$ cat config.mk
export PLATFORM = sky130hd
export DESIGN_NAME = i2csb_node
export DESIGN_NICKNAME = d
export VERILOG_FILES = /design/src/core/i2csb_buf.v /design/src/core/i2csb_node.v
export VERILOG_INCLUDE_DIRS = /design/src /design/src/core
export SDC_FILE = /design/constraint.sdc
export NUM_CORES = 1
export LEC_CHECK = 0
export ABC_AREA = 0
export BUFFER_PORTS_ARGS = -buffer_cell sky130_fd_sc_hd__buf_2
export CAP_MARGIN = 20
export CORE_MARGIN = 8
export CORE_UTILIZATION = 60
export DETAILED_ROUTE_END_ITERATION = 7
export PLACE_DENSITY_LB_ADDON = 0.05
export SETUP_SLACK_MARGIN = 0.4
export SYNTH_ARGS = -nofsm -noshare
export SYNTH_HDL_FRONTEND = slang
export SYNTH_HIERARCHICAL = 1
export SYNTH_SLANG_ARGS = --single-unit
$ cat constraint.sdc
create_clock -name mclk -period 5.7 [get_ports mclk]
set_input_delay 1.14 -clock mclk [delete_from_list [all_inputs] [get_ports mclk]]
set_output_delay 1.14 -clock mclk [all_outputs]
set_load 0.03 [all_outputs]
$ cat src/core/i2csb_consts.vh
// Constants for the I2C slave node with start-byte and reserved-address handling
// Behaviour
// - Nobody drives an acknowledge after the START byte; SDA stays released.
// - Receive logic resets on the repeated START, discarding the START byte.
// - Polling receivers may sample slowly until a low START-byte bit appears.
// - Never acknowledge or respond to legacy three-wire address 0000001X.
// - Legacy transfers end with STOP; every node then returns to idle.
// - Node supports fast-mode, receiving up to 400 kbit/s; reads are not served, so it never sends.
// - Node synchronizes to 400 kbit/s, stretching SCL low when not ready.
// - Node stays fully operable on 0 to 100 kbit/s standard-mode buses.
// - Slave address may be 7-bit or 10-bit, selected by a strap.
// - 7-bit and 10-bit nodes coexist on one bus without interference.
// - 10-bit scheme gives 1024 further addresses beyond the 7-bit space.
// - Any START or repeated START resets protocol state to expect address.
// - 10-bit first byte has upper bits 11110XX, XX being address MSBs.
`ifndef I2CSB_CONSTS_VH
`define I2CSB_CONSTS_VH
`define I2CSB_START_BYTE 8'h01
`define I2CSB_LEGACY_PFX 7'h01
`define I2CSB_TENBIT_PFX 5'h1E
`define I2CSB_GCALL_BYTE 8'h00
`define I2CSB_CLK_NS 100
`define I2CSB_FAST_BIT_NS 2500
// SCL low time at 400 kbit/s in cycles, rounded down
`define I2CSB_FAST_LOW_CYC ((`I2CSB_FAST_BIT_NS / 2) / `I2CSB_CLK_NS)
`define I2CSB_BUF_DEPTH 2
`endif

$ cat src/core/i2csb_buf.v
// Two-entry valid/ready buffer for received bytes
`timescale 1ns/10ps
`default_nettype none
module i2csb_buf (
    input wire mclk,          // System clock
    input wire arst_n,        // Async reset, active low
    input wire [7:0] in_data, // Byte from the bus side
    input wire in_valid,      // Byte offered
    output wire in_ready,     // Room available
    output wire [7:0] out_data, // Oldest byte
    output wire out_valid,    // Byte available
    input wire out_ready      // Consumer takes byte
);
    reg [7:0] mem_ff [0:1];
    reg wr_ptr_ff;
    reg rd_ptr_ff;
    reg [1:0] cnt_ff;
    wire do_wr;
    wire do_rd;
    assign in_ready = (cnt_ff != 2'h2);
    assign out_valid = (cnt_ff != 2'h0);
    assign out_data = mem_ff[rd_ptr_ff];
    assign do_wr = in_valid && in_ready;
    assign do_rd = out_valid && out_ready;
    always @(posedge mclk or negedge arst_n) begin
        if (!arst_n) begin
            wr_ptr_ff <= 1'b0;
            rd_ptr_ff <= 1'b0;
            cnt_ff <= 2'h0;
            mem_ff[0] <= 8'h00;
            mem_ff[1] <= 8'h00;
        end else begin
            if (do_wr) begin
                mem_ff[wr_ptr_ff] <= in_data;
                wr_ptr_ff <= ~wr_ptr_ff;
            end
            if (do_rd)
                rd_ptr_ff <= ~rd_ptr_ff;
            if (do_wr && !do_rd)
                cnt_ff <= cnt_ff + 2'h1;
            else if (do_rd && !do_wr)
                cnt_ff <= cnt_ff - 2'h1;
        end
    end
endmodule
`default_nettype wire

$ cat src/core/i2csb_node.v
// I2C slave receiver: start byte, reserved addresses, 7/10-bit, stretching
`timescale 1ns/10ps
`default_nettype none
`include "i2csb_consts.vh"
module i2csb_node (
    input wire mclk,              // System clock, 10 MHz
    input wire arst_n,            // Async reset, active low
    input wire scl_in,            // SCL pin level
    output reg scl_oe_ff,         // High: pull SCL low (stretch)
    output wire scl_out,          // SCL drive level, always low
    input wire sda_in,            // SDA pin level
    output reg sda_oe_ff,         // High: pull SDA low (acknowledge)
    output wire sda_out,          // SDA drive level, always low
    input wire legacy_bus_enable_line, // Legacy three-wire enable line
    input wire ten_bit_mode,      // Strap: 1 selects 10-bit address
    input wire [9:0] own_addr,    // Strap: own slave address
    output reg [7:0] rx_data_ff,  // Received data byte
    output reg rx_valid_ff,       // Data byte available
    input wire rx_ready,          // Consumer takes byte
    output reg addressed_ff,      // Node selected as receiver
    output reg legacy_ff,         // Legacy transfer in progress
    output reg start_seen_ff      // Pulse: start byte was discarded
);
    // Open-drain: only ever pull low
    assign scl_out = 1'b0;
    assign sda_out = 1'b0;

    ////////////////////////////////////////////////////////////////////////
    // Pin synchronisers and edge detection
    reg [1:0] scl_sync_ff;
    reg [1:0] sda_sync_ff;
    reg [1:0] leg_sync_ff;
    reg scl_d_ff;
    reg sda_d_ff;
    wire scl_s = scl_sync_ff[1];
    wire sda_s = sda_sync_ff[1];
    wire scl_rise = scl_s && !scl_d_ff;
    wire scl_fall = !scl_s && scl_d_ff;
    wire start_det = scl_s && scl_d_ff && sda_d_ff && !sda_s;
    wire stop_det = scl_s && scl_d_ff && !sda_d_ff && sda_s;
    always @(posedge mclk or negedge arst_n) begin
        if (!arst_n) begin
            scl_sync_ff <= 2'h3;
            sda_sync_ff <= 2'h3;
            leg_sync_ff <= 2'h0;
            scl_d_ff <= 1'b1;
            sda_d_ff <= 1'b1;
        end else begin
            scl_sync_ff <= {scl_sync_ff[0], scl_in};
            sda_sync_ff <= {sda_sync_ff[0], sda_in};
            leg_sync_ff <= {leg_sync_ff[0], legacy_bus_enable_line};
            scl_d_ff <= scl_s;
            sda_d_ff <= sda_s;
        end
    end

    ////////////////////////////////////////////////////////////////////////
    // Address decoding
    function is_legacy;
        input [7:0] b;
        begin
            is_legacy = (b[7:1] == `I2CSB_LEGACY_PFX);
        end
    endfunction
    function is_tenbit_hi;
        input [7:0] b;
        input [9:0] a;
        begin
            is_tenbit_hi = (b[7:3] == `I2CSB_TENBIT_PFX) && (b[2:1] == a[9:8]);
        end
    endfunction

    ////////////////////////////////////////////////////////////////////////
    // Byte engine
    localparam [5:0] ST_IDLE = 6'h01;
    localparam [5:0] ST_ADDR = 6'h02;
    localparam [5:0] ST_ADDR2 = 6'h04;
    localparam [5:0] ST_DATA = 6'h08;
    localparam [5:0] ST_SKIP = 6'h10;
    localparam [5:0] ST_LEG = 6'h20;

    reg [5:0] state_ff;
    reg [5:0] nxt_state;
    reg [7:0] shreg_ff;
    reg [3:0] bitcnt_ff;
    reg ack_ff;
    reg tenhi_ok_ff;
    reg [7:0] nxt_byte;
    reg [7:0] buf_in_ff;
    reg buf_in_valid_ff;
    wire buf_in_ready;
    wire [7:0] buf_out_data;
    wire buf_out_valid;
    wire buf_out_ready;
    // Stall on a full buffer by stretching SCL; no byte is ever dropped
    wire stall = (state_ff == ST_DATA) && (!buf_in_ready || buf_in_valid_ff);

    always @* begin
        nxt_byte = {shreg_ff[6:0], sda_s};
    end

    // Decision on the completed byte; only used at the 8th SCL fall
    always @* begin
        nxt_state = state_ff;
        if (state_ff == ST_ADDR) begin
            if (shreg_ff == `I2CSB_START_BYTE) begin
                nxt_state = ST_SKIP;
            end else if (is_legacy(shreg_ff)) begin
                nxt_state = ST_LEG;
            end else if (ten_bit_mode) begin
                // 11110XX prefix carries upper bits; reads are not served
                if (is_tenbit_hi(shreg_ff, own_addr) && !shreg_ff[0]) begin
                    nxt_state = ST_ADDR2;
                end else begin
                    nxt_state = ST_SKIP;
                end
            end else if (shreg_ff[7:1] == own_addr[6:0] && !shreg_ff[0]) begin
                nxt_state = ST_DATA;
            end else begin
                nxt_state = ST_SKIP;
            end
        end else if (state_ff == ST_ADDR2) begin
            if (shreg_ff == own_addr[7:0]) begin
                nxt_state = ST_DATA;
            end else begin
                nxt_state = ST_SKIP;
            end
        end
    end

    always @(posedge mclk or negedge arst_n) begin
        if (!arst_n) begin
            state_ff <= ST_IDLE;
            shreg_ff <= 8'h00;
            bitcnt_ff <= 4'h0;
            ack_ff <= 1'b0;
            tenhi_ok_ff <= 1'b0;
            sda_oe_ff <= 1'b0;
            scl_oe_ff <= 1'b0;
            addressed_ff <= 1'b0;
            legacy_ff <= 1'b0;
            start_seen_ff <= 1'b0;
            buf_in_ff <= 8'h00;
            buf_in_valid_ff <= 1'b0;
        end else begin
            start_seen_ff <= 1'b0;
            if (buf_in_valid_ff && buf_in_ready)
                buf_in_valid_ff <= 1'b0;
            if (start_det) begin
                // Any START resets the protocol; a preceding start byte is
                // thereby discarded
                state_ff <= ST_ADDR;
                bitcnt_ff <= 4'h0;
                ack_ff <= 1'b0;
                sda_oe_ff <= 1'b0;
                scl_oe_ff <= 1'b0;
                addressed_ff <= 1'b0;
                legacy_ff <= 1'b0;
            end else if (stop_det) begin
                // STOP ends every transfer, legacy ones too
                state_ff <= ST_IDLE;
                sda_oe_ff <= 1'b0;
                scl_oe_ff <= 1'b0;
                addressed_ff <= 1'b0;
                legacy_ff <= 1'b0;
                tenhi_ok_ff <= 1'b0;
            end else if (state_ff == ST_LEG || state_ff == ST_IDLE) begin
                // Legacy frames carry no acknowledge; stay silent
                sda_oe_ff <= 1'b0;
                legacy_ff <= (state_ff == ST_LEG) && leg_sync_ff[1];
            end else begin
                // Sampling on SCL edges keeps pace at any rate up to
                // 400 kbit/s
                if (scl_rise && bitcnt_ff < 4'h8) begin
                    shreg_ff <= nxt_byte;
                    bitcnt_ff <= bitcnt_ff + 4'h1;
                end
                if (scl_fall && bitcnt_ff == 4'h8) begin
                    bitcnt_ff <= 4'h9;
                    state_ff <= nxt_state;
                    // Start byte: no ack, wait for Sr
                    start_seen_ff <= (state_ff == ST_ADDR) &&
                                     (shreg_ff == `I2CSB_START_BYTE);
                    ack_ff <= (nxt_state == ST_ADDR2) ||
                              (nxt_state == ST_DATA);
                    addressed_ff <= (nxt_state == ST_DATA);
                    if (state_ff == ST_ADDR2 && nxt_state == ST_DATA)
                        tenhi_ok_ff <= 1'b1;
                    if (state_ff == ST_DATA) begin
                        buf_in_ff <= shreg_ff;
                        buf_in_valid_ff <= 1'b1;
                    end
                    sda_oe_ff <= (nxt_state == ST_ADDR2) ||
                                 (nxt_state == ST_DATA);
                end
                if (scl_fall && bitcnt_ff == 4'h9) begin
                    bitcnt_ff <= 4'h0;
                    sda_oe_ff <= 1'b0;
                end
                // Hold SCL low while the buffer is full
                scl_oe_ff <= stall && scl_fall ? 1'b1 :
                             (scl_oe_ff && stall);
            end
        end
    end

    ////////////////////////////////////////////////////////////////////////
    // Receive buffer and output register
    i2csb_buf u_buf (
        .mclk(mclk),
        .arst_n(arst_n),
        .in_data(buf_in_ff),
        .in_valid(buf_in_valid_ff),
        .in_ready(buf_in_ready),
        .out_data(buf_out_data),
        .out_valid(buf_out_valid),
        .out_ready(buf_out_ready)
    );
    assign buf_out_ready = !rx_valid_ff || rx_ready;
    always @(posedge mclk or negedge arst_n) begin
        if (!arst_n) begin
            rx_data_ff <= 8'h00;
            rx_valid_ff <= 1'b0;
        end else if (buf_out_ready) begin
            rx_data_ff <= buf_out_data;
            rx_valid_ff <= buf_out_valid;
        end
    end
endmodule
`default_nettype wire

==> impl_metrics.csv <==
group,metric,value,unit
timing,skew,0.00704,ns
cts,cts_sinks,69,
detailed_routing,antenna_left,0,
critical_path,critical_path_class,"input port to register",
place,gp_congestion,0.842,
power_and_ir_drop,p_leak,1.80,nW
cts,cts_resized,0,
cts,clk_pin_slew,0.07,ns
power_and_ir_drop,vdd_drop_max,0.237,mV
hold_path,hold_path_class,"register to register",
cts,numCtsBuffers,9,
cts,cts_tree,"done",
detailed_routing,drc_errors,0,
floorplan,die_x,91.3,um
logic_synthesis,ys_seq_area_share,51.0,%
finish,fin_cells,387,
critical_path,cpPeakStageDelay,0.40,ns
detailed_routing,drtIter0Drc,69,
cts,htree_levels,3,
place,port_buffers,30,
critical_path,worstSetupStartpointType,"input port",
critical_path,r2r_start,"scl_d_ff$_DFF_PN1_",
grt,grt_pass1_vias,2234,
finish,area_growth,10.1,%
floorplan,coreArea,5510,um2
power_and_ir_drop,powerDensity,318,nW/um2
timing,finalMaxSlewViolations,0,
cts,cts_hold_buffers,0,
critical_path,cp.arrival,2.78,ns
timing,worstMarginPinSlew,0.863,ns
cts,clock_latency,0.33,ns
finish,final_cell_mix,"dfrtp_1, mux2_2, buf_2",
finish,fill_cells,421,
timing,fin_crit,2.54,ns
detailed_routing,wl_per_cell,16.4,um
timing,finalSetupViolCount,0,
finish,nets,331,
timing,finalWorstSetupSlack,3.16,ns
grt,grt_pass1_wl,11.0,mm
logic_synthesis,async_reset_ff_share,100,%
floorplan,row_count,27,
logic_synthesis,ys_warn_count,6,
logic_synthesis,syn-cell-area,3400,um2
hold_path,hold_path_depth,0,
finish,layout-drive-gt1-share,35.6,%
timing,slew_headroom,42.4,%
detailed_routing,first_pass_iters,4,
critical_path,ff2ff_path_depth,5,
critical_path,cp.required,5.94,ns
cts,clock_path_buffers,2,
logic_synthesis,synth_edf_count,0,
detailed_routing,vias,2165,
hold_path,worstHoldStart,"leg_sync_ff[0]$_DFF_PN0_",
place,place_inst,371,
timing,timing.fmax,393,MHz
grt,grt_usage,16.1,%
floorplan,initial_core_util,61.8,%
floorplan,die_h,91.3,um
logic_synthesis,synthFlopType,"dfrtp_1",
place,dp_hpwl,4.54,mm
grt,grt_max_degree,70,
logic_synthesis,yosys_register_bits,69,
detailed_routing,wl,6.33,mm
timing,finalHoldViolations,0,
logic_synthesis,syn_avg_cell_area,12.1,um2
grt,antenna_found_initial,0,
finish,antennaDiodeCount,0,
detailed_routing,via_per_inst,5.59,
logic_synthesis,yosysUniqueCellTypes,55,
timing,rsz0062_at_grt,"false",
cts,cts_setup_buffers,0,
critical_path,slowest_stage,"a2111o_1",
critical_path,path_cells,"buf_2 > xor2_1 > or3_4 > nor4_4 > o21ai_2 > a2111o_1 > o31ai_2",
cts,root_buffer,"clkbuf_8",
floorplan,io_pins,33,
logic_synthesis,syn_inst,282,
critical_path,worst-path-max-fanout,4,
grt,grt.overflow.total,0,
floorplan,die-area,8330,um2
run_status,status,"finished clean",
finish,layout_commonest_cell,"dfrtp_1",
critical_path,cp-startpoint,"own_addr[3]",
run,drv_cap,0,
place,place_area,3550,um2
place,dp_worst_setup_slack,2.82,ns
timing,final.setup.tns,0,ns
finish,fin_area,3740,um2
timing,post-route-period-util,44.6,%
critical_path,end_kind,"register",
==> routing by layer <==
metal  global-route usage (%)  vias up  routed length (um)
li1                         -     1046                   -
met3                     4.61        8                 346
met5                        0        -                   0
met1                     22.1     1049                3160
met2                     23.8       62                2760
met4                     5.46        0                  63
==> through the flow <==
stage | util [%] | hold WS [ns] | total power, W
finish | 68.0 | 0.358 | 0.00119
global route | 68.0 | 0.363 | 0.00126
CTS | 68.0 | 0.359 | 0.00120
detailed placement | 64.6 | 0.345 | 0.000832
global placement | 64.6 | 0.332 | 0.000826
floorplan | - | 0.331 | 0.000784
==> state kept, by name, indices dropped and copies added, names as in the netlist, 2 cells and up <==
signal / count
u_buf/cnt_ff: 2
state_ff: 6
leg_sync_ff: 2
scl_sync_ff: 2
rx_data_ff: 8
u_buf/mem_ff: 16
sda_sync_ff: 2
buf_in_ff: 8
bitcnt_ff: 4
shreg_ff: 8
==> worst max-delay path, delay by kind of cell <==
kind | cells | cell delay (ns)
xor gates and xnor gates | 1 | 0.13
and+or+nand+nor | 2 | 0.64
AOI/OAI and AO/OA | 3 | 0.75
buffers and inverters | 1 | 0.11
==> power by group <==
part           total (W)  leakage [nW]  switching [W]  internal, W
Clock           0.000368        0.0929       0.000173     0.000195
Combinational   0.000209         0.784       0.000110    0.0000990
Sequential      0.000615         0.923      0.0000801     0.000535
Total            0.00119          1.80       0.000363     0.000828
==> synth_stat cells (all sizes together), types with 3 or more instances <==
| master | instances | share of area, % |
|---|---|---|
| a21oi | 6 | 0.88 |
| xor2 | 7 | 1.8 |
| o21ai | 19 | 2.9 |
| nand3 | 7 | 1.0 |
| buf | 7 | 1.8 |
| ha | 4 | 1.5 |
| xnor2 | 17 | 4.4 |
| nand2b | 4 | 0.96 |
| dfstp | 7 | 5.4 |
| nand4 | 4 | 0.74 |
| nor2 | 18 | 2.0 |
| nor4 | 5 | 1.4 |
| dfrtp | 62 | 46 |
| nand2 | 17 | 1.9 |
| o21a | 3 | 0.66 |
| a31oi | 4 | 0.74 |
| clkbuf | 8 | 1.1 |
| mux2 | 46 | 17 |
| inv | 7 | 0.77 |
==> area by class of cell <==
type	count	area [um2]	share of cell area, %
clock buffer	14	173	4.61
clock inverter	2	16.3	0.434
inverter	7	26.3	0.702
multi-input combinational	192	1550	41.3
sequential	69	1740	46.4
tap	72	90.1	2.41
timing repair buffer	31	158	4.21
==> worst paths after layout <==
path                                          endpoint  slack (ns)
setup / recovery                 sda_oe_ff$_DFFE_PN0P_        3.16
max in group asynchronous        legacy_ff$_DFFE_PN0P_        4.14
hold / removal                leg_sync_ff[1]$_DFF_PN0_        0.36
setup reg to reg                 sda_oe_ff$_DFFE_PN0P_        3.53
min in group asynchronous  u_buf/mem_ff[4]$_DFFE_PN0P_        1.00
hold reg to reg               leg_sync_ff[1]$_DFF_PN0_        0.36
==> cell families after synthesis <==
kind of cell	Yosys count	synth area share, %
xor gates and xnor gates	24	6.18
and+or+nand+nor	74	12.7
AOI/OAI and AO/OA	41	7.58
muxes	47	17.3
DFF	69	51.0
other	1	0.110
adders and majority gates	4	1.47
buffers and inverters	22	3.64
Note: power is estimated with default switching activity, not from simulation.
